[src/core/gdp_pkg.sv]
// package: constants and carriers for the pwm gate drive configuration block
//
// Summary of operation
// - adaptive scheme regulates pre-currents toward delay targets
// - scheme zero skips pre-charge and pre-discharge
// - scheme one drives fixed initial pre-currents
// - scheme applies to detected or pwm mosfet
// - free-wheeling needs afw, pwm enable, three-input mode
// - free-wheel bit inserts cross-current protection time
// - with active free-wheeling enabled, active mosfet off turns opposite one on
// - post-charge ramps one step per driver tick
// - post-charge disabled holds configured charge current
// - pre-currents limited to bridge maximum current
// - adaptive pre-charge clamped lowest code to maximum
// - adaptive pre-discharge clamped lowest code to maximum
// - adaptive currents seeded from initial values
// - hard-off sink uses full-scale code 63
// - pre-phase durations timed from programmed values
// - charge, discharge, free-wheel currents from bridge config
// - hold current chosen by hold select bit
// - hold codes 15 or 20 by select
// - detection off treats pwm mosfet as active
package gdp_pkg;
   localparam int CUR_W = 6;
   localparam int TIM_W = 8;
   localparam logic [CUR_W-1:0] CUR_LOWEST = 6'h00;
   localparam logic [CUR_W-1:0] CUR_HARD_OFF = 6'h3F;  // decimal 63
   localparam logic [CUR_W-1:0] CUR_HOLD_LO = 6'h0F;   // decimal 15
   localparam logic [CUR_W-1:0] CUR_HOLD_HI = 6'h14;   // decimal 20
   localparam logic [1:0] SCHEME_OFF = 2'h0;
   localparam logic [1:0] SCHEME_FIXED = 2'h1;
   localparam int BDCLK_DIV_DEF = 16;                 // mclk cycles per bridge driver tick

   // per-bridge configuration, static while the bridge runs
   typedef struct packed {
      logic bridge_pwm_en;
      logic active_freewheel_sel;
      logic pwm_hs_sel;                          // 1: pwm drives high side
      logic [TIM_W-1:0] precharge_time;          // mclk cycles
      logic [TIM_W-1:0] predischarge_time;
      logic [TIM_W-1:0] active_crossprot_time;
      logic [TIM_W-1:0] active_blank_time;
      logic [TIM_W-1:0] turn_on_target;
      logic [TIM_W-1:0] turn_off_target;
      logic [CUR_W-1:0] active_charge_current;
      logic [CUR_W-1:0] active_discharge_current;
      logic [CUR_W-1:0] freewheel_current;
      logic [CUR_W-1:0] max_drive_current;
      logic [CUR_W-1:0] precharge_init_current;
      logic [CUR_W-1:0] predischarge_init_current;
   } gdp_bridge_cfg_s;

   // one gate driver command: direction and current code
   typedef struct packed {
      logic source;                              // 1 sources (charge), 0 sinks
      logic [CUR_W-1:0] code;
   } gdp_gate_cmd_s;

   typedef enum logic [2:0] {
      PH_OFF, PH_XPROT, PH_PRECHG, PH_CHARGE, PH_POST, PH_PREDCHG, PH_DISCHG
   } gdp_phase_e;
endpackage

[src/core/gdp_gate_drive.sv]
// module: pwm-mode gate current sequencing for a set of half-bridges
`timescale 1ns/10ps
module gdp_gate_drive
   import gdp_pkg::*;
#(
   parameter int NB = 3,                                // half-bridges
   parameter int BDCLK_DIV = BDCLK_DIV_DEF              // bridge driver tick divider
)
(
   input wire logic mclk,                               // 250 MHz clock
   input wire logic reset,                              // async, active high
   input wire logic [1:0] gate_ctrl_scheme,             // pre-phase scheme
   input wire logic active_detect_en,                   // active/fw detection on
   input wire logic pwm_input_count_sel,                // 0: three inputs
   input wire logic postcharge_disable,                 // 1: no post-charge ramp
   input wire logic hold_current_sel,                   // hold code select
   input wire gdp_bridge_cfg_s [NB-1:0] bridge_cfg,     // per-bridge settings
   input wire logic [NB-1:0] pwm_pin,                   // pwm inputs, async
   input wire logic [NB-1:0] ls_active_pin,             // 1: low side is active, async
   input wire logic [NB-1:0] gate_on_pin,               // active switched on, async
   input wire logic [NB-1:0] gate_off_pin,              // active switched off, async
   output gdp_gate_cmd_s [NB-1:0] hs_gate,              // high-side gate command
   output gdp_gate_cmd_s [NB-1:0] ls_gate,              // low-side gate command
   output logic [NB-1:0] freewheel_active,              // active free-wheeling enabled
   output logic [NB-1:0][CUR_W-1:0] precharge_current,  // live pre-charge code
   output logic [NB-1:0][CUR_W-1:0] predischarge_current, // live pre-discharge code
   output logic [NB-1:0][TIM_W-1:0] turn_on_delay,      // last measured on delay
   output logic [NB-1:0][TIM_W-1:0] turn_off_delay      // last measured off delay
);
   // ----------------------------------------------------------------
   // elaboration checks
   // ----------------------------------------------------------------
   if (NB < 1 || BDCLK_DIV < 2 || BDCLK_DIV > 65536)
   begin : g_bad
      $error("gdp_gate_drive: unsupported NB or BDCLK_DIV");
   end

   // ----------------------------------------------------------------
   // bridge driver clock tick, shared by all bridges
   // ----------------------------------------------------------------
   logic [15:0] bd_cnt_q, bd_cnt_d;
   logic bd_tick_q, bd_tick_d;

   // free-running divider; tick paces the post-charge ramp
   always_comb
   begin
      bd_tick_d = (bd_cnt_q == 16'(BDCLK_DIV - 1));
      bd_cnt_d = bd_tick_d ? 16'h0000 : bd_cnt_q + 16'h0001;
   end

   always_ff @(posedge mclk or posedge reset)
   begin
      if (reset)
      begin
         bd_cnt_q <= 16'h0000;
         bd_tick_q <= 1'b0;
      end
      else
      begin
         bd_cnt_q <= bd_cnt_d;
         bd_tick_q <= bd_tick_d;
      end
   end

   // ----------------------------------------------------------------
   // pin synchronisers: pwm, detection and gate comparators
   // ----------------------------------------------------------------
   logic [3:0][NB-1:0] sync1_q, sync2_q;

   // first stage feeds only the second; all logic reads sync2_q
   always_ff @(posedge mclk or posedge reset)
   begin
      if (reset)
      begin
         sync1_q <= '0;
         sync2_q <= '0;
      end
      else
      begin
         sync1_q <= {gate_off_pin, gate_on_pin, ls_active_pin, pwm_pin};
         sync2_q <= sync1_q;
      end
   end

   // ----------------------------------------------------------------
   // per-bridge sequencer
   // ----------------------------------------------------------------
   for (genvar b = 0; b < NB; b++)
   begin : g_hb
      gdp_bridge_cfg_s cfg;
      logic pwm_s, ls_act_s, on_s, off_s;
      logic afw_on, pre_on, adaptive;
      logic [CUR_W-1:0] hold_code, pchg_use, pdchg_use;
      gdp_phase_e ph_q, ph_d;
      logic [TIM_W-1:0] cnt_q, cnt_d, meas_q, meas_d, ton_q, ton_d, toff_q, toff_d;
      logic pwm_prev_q, act_hs_q, act_hs_d, meas_run_q, meas_run_d, seeded_q;
      logic [CUR_W-1:0] ramp_q, ramp_d, apc_q, apc_d, apd_q, apd_d;
      gdp_gate_cmd_s act_cmd, opp_cmd, hs_q, hs_d, ls_q, ls_d;
      logic afw_q;

      assign cfg = bridge_cfg[b];
      assign pwm_s = sync2_q[0][b];
      assign ls_act_s = sync2_q[1][b];
      assign on_s = sync2_q[2][b];
      assign off_s = sync2_q[3][b];

      // free-wheeling only in three-input pwm with both bits set
      assign afw_on = cfg.active_freewheel_sel & cfg.bridge_pwm_en & ~pwm_input_count_sel;
      assign pre_on = (gate_ctrl_scheme != SCHEME_OFF);
      assign adaptive = gate_ctrl_scheme[1];
      assign hold_code = hold_current_sel ? CUR_HOLD_HI : CUR_HOLD_LO;

      // pre-currents: fixed scheme uses initial values, always capped at maximum
      always_comb
      begin
         pchg_use = adaptive ? apc_q : cfg.precharge_init_current;
         pdchg_use = adaptive ? apd_q : cfg.predischarge_init_current;
         if (pchg_use > cfg.max_drive_current)
            pchg_use = cfg.max_drive_current;
         if (pdchg_use > cfg.max_drive_current)
            pdchg_use = cfg.max_drive_current;
      end

      // phase sequencing; cnt_q times the protect, pre-phase, blank and discharge windows in mclk cycles
      always_comb
      begin
         ph_d = ph_q;
         cnt_d = (cnt_q != '0) ? cnt_q - TIM_W'(1) : cnt_q;
         act_hs_d = act_hs_q;
         ramp_d = ramp_q;
         if (!cfg.bridge_pwm_en)
            ph_d = PH_OFF;
         else
         begin
            unique case (ph_q)
               PH_OFF:
                  if (pwm_s && !pwm_prev_q)
                  begin
                     // latch which mosfet the pre-phases act on
                     act_hs_d = active_detect_en ? ~ls_act_s : cfg.pwm_hs_sel;
                     if (cfg.active_freewheel_sel)
                     begin
                        ph_d = PH_XPROT;
                        cnt_d = cfg.active_crossprot_time;
                     end
                     else if (pre_on)
                     begin
                        ph_d = PH_PRECHG;
                        cnt_d = cfg.precharge_time;
                     end
                     else
                     begin
                        ph_d = PH_CHARGE;
                        cnt_d = cfg.active_blank_time;
                     end
                  end
               PH_XPROT:
                  if (cnt_q == '0)
                  begin
                     ph_d = pre_on ? PH_PRECHG : PH_CHARGE;
                     cnt_d = pre_on ? cfg.precharge_time : cfg.active_blank_time;
                  end
               PH_PRECHG:
                  if (cnt_q == '0)
                  begin
                     ph_d = PH_CHARGE;
                     cnt_d = cfg.active_blank_time;
                  end
               PH_CHARGE:
                  if (cnt_q == '0 && !postcharge_disable)
                  begin
                     ph_d = PH_POST;
                     ramp_d = cfg.active_charge_current;
                  end
               PH_POST:
                  if (bd_tick_q && ramp_q < cfg.max_drive_current)
                     ramp_d = ramp_q + CUR_W'(1);
               PH_PREDCHG:
                  if (cnt_q == '0)
                  begin
                     ph_d = PH_DISCHG;
                     cnt_d = cfg.active_crossprot_time;
                  end
               PH_DISCHG:
                  if (cnt_q == '0)
                     ph_d = PH_OFF;
               default:
                  ph_d = PH_OFF;
            endcase
            // falling pwm ends any on phase
            if (!pwm_s && pwm_prev_q && ph_q != PH_OFF && ph_q != PH_PREDCHG && ph_q != PH_DISCHG)
            begin
               ph_d = pre_on ? PH_PREDCHG : PH_DISCHG;
               cnt_d = pre_on ? cfg.predischarge_time : cfg.active_crossprot_time;
            end
         end
      end

      // delay measurement and adaptation of the pre-currents
      always_comb
      begin
         meas_run_d = meas_run_q;
         meas_d = (meas_run_q && meas_q != '1) ? meas_q + TIM_W'(1) : meas_q;
         ton_d = ton_q;
         toff_d = toff_q;
         apc_d = apc_q;
         apd_d = apd_q;
         if (!seeded_q || !adaptive)
         begin
            apc_d = cfg.precharge_init_current;
            apd_d = cfg.predischarge_init_current;
         end
         if (ph_d != ph_q && (ph_d == PH_PRECHG || ph_d == PH_PREDCHG ||
             (ph_q == PH_XPROT && ph_d == PH_CHARGE) || (ph_q == PH_OFF && ph_d == PH_CHARGE) ||
             (ph_d == PH_DISCHG && ph_q != PH_PREDCHG)))
         begin
            meas_run_d = 1'b1;
            meas_d = '0;
         end
         else if (meas_run_q && (ph_q == PH_PRECHG || ph_q == PH_CHARGE || ph_q == PH_POST) && on_s)
         begin
            meas_run_d = 1'b0;
            ton_d = meas_q;
            // late turn-on wants more pre-charge, early wants less
            if (adaptive && seeded_q)
            begin
               if (meas_q > cfg.turn_on_target && apc_q < cfg.max_drive_current)
                  apc_d = apc_q + CUR_W'(1);
               else if (meas_q < cfg.turn_on_target && apc_q > CUR_LOWEST)
                  apc_d = apc_q - CUR_W'(1);
            end
         end
         else if (meas_run_q && (ph_q == PH_PREDCHG || ph_q == PH_DISCHG) && off_s)
         begin
            meas_run_d = 1'b0;
            toff_d = meas_q;
            if (adaptive && seeded_q)
            begin
               if (meas_q > cfg.turn_off_target && apd_q < cfg.max_drive_current)
                  apd_d = apd_q + CUR_W'(1);
               else if (meas_q < cfg.turn_off_target && apd_q > CUR_LOWEST)
                  apd_d = apd_q - CUR_W'(1);
            end
         end
         // last clamp also catches seeds above the maximum
         if (apc_d > cfg.max_drive_current)
            apc_d = cfg.max_drive_current;
         if (apd_d > cfg.max_drive_current)
            apd_d = cfg.max_drive_current;
      end

      // gate currents for the active and the opposite mosfet per phase
      always_comb
      begin
         act_cmd = '{source: 1'b0, code: hold_code};
         opp_cmd = '{source: 1'b0, code: CUR_HARD_OFF};
         unique case (ph_q)
            PH_OFF:
               if (afw_on)
                  opp_cmd = '{source: 1'b1, code: cfg.freewheel_current};
               else
                  opp_cmd = '{source: 1'b0, code: hold_code};
            PH_XPROT:
               opp_cmd = '{source: 1'b0, code: cfg.freewheel_current};
            PH_PRECHG:
               act_cmd = '{source: 1'b1, code: pchg_use};
            PH_CHARGE:
               act_cmd = '{source: 1'b1, code: cfg.active_charge_current};
            PH_POST:
               act_cmd = '{source: 1'b1, code: ramp_q};
            PH_PREDCHG:
               act_cmd = '{source: 1'b0, code: pdchg_use};
            PH_DISCHG:
               act_cmd = '{source: 1'b0, code: cfg.active_discharge_current};
            default:
               act_cmd = '{source: 1'b0, code: hold_code};
         endcase
         if (!cfg.bridge_pwm_en)
            opp_cmd = '{source: 1'b0, code: hold_code};
         hs_d = act_hs_q ? act_cmd : opp_cmd;
         ls_d = act_hs_q ? opp_cmd : act_cmd;
      end

      // state registers of this bridge
      always_ff @(posedge mclk or posedge reset)
      begin
         if (reset)
         begin
            ph_q <= PH_OFF;
            cnt_q <= '0;
            meas_q <= '0;
            meas_run_q <= 1'b0;
            ton_q <= '0;
            toff_q <= '0;
            pwm_prev_q <= 1'b0;
            act_hs_q <= 1'b1;
            ramp_q <= CUR_LOWEST;
            apc_q <= CUR_LOWEST;
            apd_q <= CUR_LOWEST;
            seeded_q <= 1'b0;
            hs_q <= '{source: 1'b0, code: CUR_HOLD_LO};
            ls_q <= '{source: 1'b0, code: CUR_HOLD_LO};
            afw_q <= 1'b0;
         end
         else
         begin
            ph_q <= ph_d;
            cnt_q <= cnt_d;
            meas_q <= meas_d;
            meas_run_q <= meas_run_d;
            ton_q <= ton_d;
            toff_q <= toff_d;
            pwm_prev_q <= pwm_s;
            act_hs_q <= act_hs_d;
            ramp_q <= ramp_d;
            apc_q <= apc_d;
            apd_q <= apd_d;
            seeded_q <= 1'b1;        // seeding from ports happens one cycle after release
            hs_q <= hs_d;
            ls_q <= ls_d;
            afw_q <= afw_on;
         end
      end

      assign hs_gate[b] = hs_q;
      assign ls_gate[b] = ls_q;
      assign freewheel_active[b] = afw_q;
      assign precharge_current[b] = apc_q;
      assign predischarge_current[b] = apd_q;
      assign turn_on_delay[b] = ton_q;
      assign turn_off_delay[b] = toff_q;
   end
endmodule

[config.mk]
export PLATFORM = sky130hd
export DESIGN_NAME = gdp_gate_drive
export DESIGN_NICKNAME = d
export VERILOG_FILES = /design/src/core/gdp_pkg.sv /design/src/core/gdp_gate_drive.sv
export SDC_FILE = /design/constraint.sdc
export NUM_CORES = 1
export LEC_CHECK = 0
export ABC_CLOCK_PERIOD_IN_PS = 15800
export BUFFER_PORTS_ARGS = -buffer_cell sky130_fd_sc_hd__buf_4
export CAP_MARGIN = 40
export CORE_AREA = 2 2 193 195
export CTS_CLUSTER_DIAMETER = 60
export DETAILED_ROUTE_END_ITERATION = 8
export DIE_AREA = 0 0 195 197
export MAX_ROUTING_LAYER = met4
export PLACE_DENSITY = 0.87
export RECOVER_POWER = 100
export SYNTH_ARGS = -nofsm -noshare
export SYNTH_HDL_FRONTEND = slang
export SYNTH_SLANG_ARGS = --single-unit
[constraint.sdc]
create_clock -name mclk -period 15.8 [get_ports mclk]
set_input_delay 0 -clock mclk [delete_from_list [all_inputs] [get_ports mclk]]
set_output_delay 0 -clock mclk [all_outputs]
set_load 0.05 [all_outputs]
==> Yosys cells after proc, flatten, opt, wreduce, memory -nomap -nowiden <==
Cells that the tools add are included.
{ "word_totals": {"ff_bits": 255, "latch_bits": 0, "ram_bits": 0, "rom_bits": 0, "wordCells": 480, "n_memories": 0} }
{ "op_classes": {"addsub": 22, "multipliers": 0, "n_div": 0, "order_cmp": 39, "eq_ne": 49, "shifts": 0, "muxes": 169, "bitwise": 16, "n_reduce_logical": 126} }
{ "ops": {"columns": ["operator", "n"], "rows": [
  ["6-bit 2-to-1 mux", 63],
  ["8-bit 2-to-1 mux", 36],
  ["7-bit case mux with 5 select lines", 3],
  ["8-bit case mux with 4 select lines", 3],
  ["7-bit 2-to-1 mux", 12],
  ["6-bit > comparator", 12],
  ["3-bit 2-to-1 mux", 24],
  ["3-bit case mux with 7 select lines", 3],
  ["1-bit logical AND", 61],
  ["6-bit by 1-bit adder with 6-bit output, second input constant", 9],
  ["6-bit < comparator", 9],
  ["8-bit > comparator", 6],
  ["8-bit < comparator", 6],
  ["3-bit == test, second input constant", 15],
  ["7-bit case mux with 2 select lines", 3],
  ["3-bit by 2-bit == test with 1-bit output, second input constant", 12],
  ["6-bit by 1-bit > comparator with 1-bit output, second input constant", 6],
  ["6-bit case mux with 2 select lines", 3],
  ["6-bit by 1-bit subtractor with 6-bit output, second input constant", 6],
  ["8-bit by 1-bit adder with 8-bit output, second input constant", 3],
  ["8-bit logical NOT", 3],
  ["8-bit != test, second input constant", 3],
  ["8-bit nonzero test", 3],
  ["8-bit by 1-bit subtractor with 8-bit output, second input constant", 3],
  ["20 further kinds", 114]
]} }

==> Logic depth before layout (Yosys ltp) <==
{ "depth": {"word_depth": 16, "ltp_mapped": 24, "ltp_nobuf": 21} }

==> Least setup slack after synthesis <==
OpenSTA, ideal clock, no wires.
{ "synth_timing": {"path_type": "reg2reg", "from": "register g_hb[2].cnt_q[0]", "to": "register g_hb[2].apc_q[0]", "t_arrival_ps": 4904, "slack_ps": 10769, "stages_incl_launch_ff": 23, "n_path_buf": 1, "period_less_slack_ps": 5031, "path_cell_list": "dfrtp_1 inv_1 ha_1 or4b_1 nor2_1 mux2_2 a41o_1 o31ai_1 nor4b_2 nor2_2 mux2i_1 a21oi_1 ha_1 nor2b_1 o21a_1 o21a_1 o21a_1 o21a_1 o22ai_1 clkbuf_1 nor2_1 a21oi_1 nand3b_1"} }
{ "synth_via": {"elab_chain_cells": 15} }
{ "synth_lines": {"columns": ["element", "line_no", "source"], "rows": [
  ["start: declaration", "gdp_gate_drive.sv:95", "logic [TIM_W-1:0] cnt_q, cnt_d, meas_q, meas_d, ton_q, ton_d, toff_q, toff_d;"],
  ["start signal: assignment", "gdp_gate_drive.sv:308", "cnt_q <= cnt_d;"],
  ["8-bit logical NOT *", null, null],
  ["1-bit logical AND", "gdp_gate_drive.sv:170", "if (cnt_q == '0 && !postcharge_disable)"],
  ["3-bit 2-to-1 mux", "gdp_gate_drive.sv:170", null],
  ["3-bit case mux with 7 select lines *", "gdp_gate_drive.sv:135", "unique case (ph_q)"],
  ["3-bit 2-to-1 mux *", "gdp_gate_drive.sv:191", "if (!pwm_s && pwm_prev_q && ph_q != PH_OFF && ph_q != PH_PREDCHG && ph_q != PH_DISCHG)"],
  ["3-bit 2-to-1 mux *", "gdp_gate_drive.sv:131", "if (!cfg.bridge_pwm_en)"],
  ["3-bit by 2-bit == test with 1-bit output, or another cell as far along", "gdp_gate_drive.sv:213", "if (ph_d != ph_q && (ph_d == PH_PRECHG || ph_d == PH_PREDCHG ||"],
  ["1-bit logical OR / 1-bit logical AND (equally long branches)", "gdp_gate_drive.sv:213, gdp_gate_drive.sv:214", null],
  ["1-bit logical OR", "gdp_gate_drive.sv:213", null],
  ["1-bit logical OR (2 in series)", "gdp_gate_drive.sv:214", "(ph_q == PH_XPROT && ph_d == PH_CHARGE) || (ph_q == PH_OFF && ph_d == PH_CHARGE) ||"],
  ["1-bit logical AND *", "gdp_gate_drive.sv:213", null],
  ["6-bit 2-to-1 mux *", "gdp_gate_drive.sv:213", null],
  ["6-bit > comparator", "gdp_gate_drive.sv:246", "if (apc_d > cfg.max_drive_current)"],
  ["6-bit 2-to-1 mux *", "gdp_gate_drive.sv:246", null],
  ["named net g_hb[2].apc_d[0]", "gdp_gate_drive.sv:97", "logic [CUR_W-1:0] ramp_q, ramp_d, apc_q, apc_d, apd_q, apd_d;"],
  ["end signal: assignment", "gdp_gate_drive.sv:316", "apc_q <= apc_d;"],
  ["end: declaration", "gdp_gate_drive.sv:97", null]
]} }
The timed path passes the listed nets; every way through them passes the cells marked *.
A chain may end at the register's enable or synchronous reset.

==> metrics <==
wire per inst=22.0 um; Yosys reg bits=255; cts repair resizes=0; Syn. warnings=0; Die X=195 um; CTS tree=yes; Setup Crit Path Kind=in2async; site row count=70; Final HPWL DP=56,400 um; antenna-violating nets left=0; CP startpoint kind=primary input; first-pass GRT wire length=128,000 um; Clock H-tree levels=2; Final Net Count=3,668; Leakage=12.9 nW; clk_skew=13.4 ps; final period utilization=56.0%; Design Power=0.00432 W; P per Cell Area=154 mW/mm2; clk buf depth=3; violated checks=capacitance limit, slew limit; vias in the first global route=24,170; initial antenna violation count=7; Cells after DPL=3,428; Tightest Hold Check Type=in2reg; status=complete, but fails checks; top cell type's share of synthesized area=25.7%; Fmax=113 MHz; Port-buffer cells=409; Num CTS Buffers=35; Die Span Y=197 um; total vias in the final route=24,471; IO Pins=410; Flop pwr share=26.9%; Max-cap violations=4; clock sink count=255; Synth Instances=2,670; die area=0.0384 mm2; Post-Syn Area=0.0222 mm2; number of synthesized flops with an enable pin=0; required time of the critical path=15,780 ps; Setup Viol. Count Final=0; final hold vios=0; Final TNS setup=0 ps; GP Congestion=1.00; initial core utilization=61.3%; Post-synth top flop=dfrtp_1; Max FO, Critical Path=120; post-layout min period=8850 ps; share of layout cells above drive strength 1=15.5%; worst-margin pin slew=6750 ps; Cell variety after synth=93; Slew headroom=-350%; area grow syn2layout=26.3%; top cells by area, synth=dfrtp_1, ha_1, nand2_1; crit end category=async pin; initial detailed-routing violation count=3,025; Synth area leader=dfrtp_1; Placed Area=0.0256 mm2; design area=0.0281 mm2; Post-synth ARST share=100%; largest net degree at the start of global routing=121; switching pwr=0.00210 W; area of the core=0.0363 mm2; vias per std cell=6.62; Clk pwr share=19.1%; worst vdd ir=0.113 mV; root buf cell=clkbuf_16; Worst-Skew Late Latency=560 ps; drt pass-1 iters=7; aggregate routed wire length=81,300 um; Critical Path AT=8830 ps; Post-Syn Nets=3,147; average size of a mapped cell=8.32 um2; Final Non-Filler Cells=3,694; sw frac=48.7%; GR Overflow Total=0; fillers=2,647; internal power=0.00222 W; fin. max-slew vios=265; unrepaired setup endpoints after global routing=false; post-synthesis sequential area ratio=28.9%; GR Util All Layers=42.7%; DRC errors left=0; combinational group share of total power=54.1%; clk slew on worst S/H paths=60 ps
-- registers in the layout, indices dropped and copies added (netlist names), 9 cells and up --
name,count
g_hb.cnt_q,24
g_hb.meas_q,24
g_hb.toff_q,24
g_hb.ton_q,24
hs_gate,21
ls_gate,21
g_hb.apc_q,18
g_hb.apd_q,18
g_hb.ramp_q,18
bd_cnt_q,16
sync1_q,12
g_hb.ph_q,9
-- final cells by class --
| type | count | area (um2) | share of cell area, % |
|---|---|---|---|
| inverter | 120 | 452 | 1.61 |
| multi-input combinational | 2148 | 14800 | 52.6 |
| antenna | 8 | 20.0 | 0.0713 |
| clock inverter | 22 | 236 | 0.843 |
| sequential | 255 | 6410 | 22.9 |
| timing repair buffer | 631 | 4660 | 16.6 |
| clock buffer | 42 | 932 | 3.32 |
| tap | 468 | 586 | 2.09 |
-- through the flow --
step	util (%)	hold slack [ps]	setup WS (ps)
global route	77.4	44.5	5460
global placement	70.3	110	9550
finish	77.4	20.8	6950
detailed placement	70.5	-93.5	9480
CTS	79.0	0.231	9220
floorplan	-	31.4	8830
-- cell families after synthesis --
logic type	count (synthesis)	synth area share, %
AND/OR/NAND/NOR	902	19.5
AO/OA/AOI/OAI	771	23.2
flip-flops	255	28.9
multiplexers	213	10.2
XOR/XNOR	65	2.56
buffers and inverters	267	4.62
adder cells (fa/ha/maj)	196	11.0
other	1	0.0169
-- worst max-delay path: stages --
cell,delay [ps]
dlygate4sd3_1,530
clkbuf_4,130
dlygate4sd3_1,570
clkinvlp_2,300
clkbuf_1,4690
clkbuf_1,2420
-- Yosys cell counts, drive strengths merged, types with 52 or more instances --
library cell	n
o21ai	192
nand2	317
a21oi	153
dfrtp	228
nor2	182
a21o	52
nand3	100
inv	117
mux2	109
mux2i	104
clkbuf	119
ha	196
-- cell usage in the layout (no fill, tap or decap), types with 36 or more instances in the layout --
| master | count |
|---|---|
| nor2_1 | 180 |
| ha_1 | 196 |
| mux2_2 | 94 |
| inv_1 | 116 |
| nor2b_1 | 42 |
| xnor2_1 | 36 |
| clkbuf_1 | 156 |
| nand3_1 | 100 |
| dlygate4sd3_1 | 191 |
| o21ai_0 | 192 |
| nor3_1 | 51 |
| nand4_1 | 36 |
| a21oi_1 | 153 |
| mux2i_1 | 104 |
| nand2_1 | 316 |
| o21a_1 | 49 |
| buf_4 | 274 |
| dfrtp_1 | 228 |
| a21o_1 | 52 |
| nand2b_1 | 44 |
-- path summary, 6_finish.rpt --
| kind | end | depth (start not counted) | slack, ps | start |
|---|---|---|---|---|
| max | g_hb[2].toff_q[2] | 6 | 6950 | reset |
| min | g_hb[2].cnt_q[4] | 5 | 20 | bridge_cfg[238] |
| max reg2reg | g_hb[1].apc_q[3] | 21 | 7760 | g_hb[1].ph_q[0] |
| min reg2reg | g_hb[1].pwm_s | 0 | 350 | sync1_q[1] |
| max in group mclk | g_hb[1].apc_q[3] | 21 | 7760 | g_hb[1].ph_q[0] |
| min in group asynchronous | g_hb[1].meas_q[6] | 4 | 570 | reset |
-- routing by layer --
metal	routed length [um]	global-route usage, %	vias up	part of all wire, %
met5	0	-	-	0
met4	4280	22.9	0	5.3
met3	8390	8.76	370	10
met2	36600	64.8	1631	45
met1	32100	53.7	11574	39
li1	-	-	10896	-
-- power groups by stage --
stage / clock network (W) / logic [W] / registers, W
after CTS: 0.000823 / 0.00235 / 0.00115
after global routing: 0.000851 / 0.00251 / 0.00119
after floorplan: 0 / 0.00132 / 0.00139
final: 0.000823 / 0.00233 / 0.00116
after global placement: 0 / 0.00214 / 0.00115
after detailed placement: 0 / 0.00220 / 0.00116
-- repair_timing --
| item | 4_1_cts | 5_1_grt |
|---|---|---|
| hold buffers | 191 | 0 |
| buffers inserted | 0 | 0 |
| hold endpoints to repair | 314 | 0 |
| endpoints found under the setup margin | 0 | 0 |
Note: power is estimated with default switching activity, not from simulation.
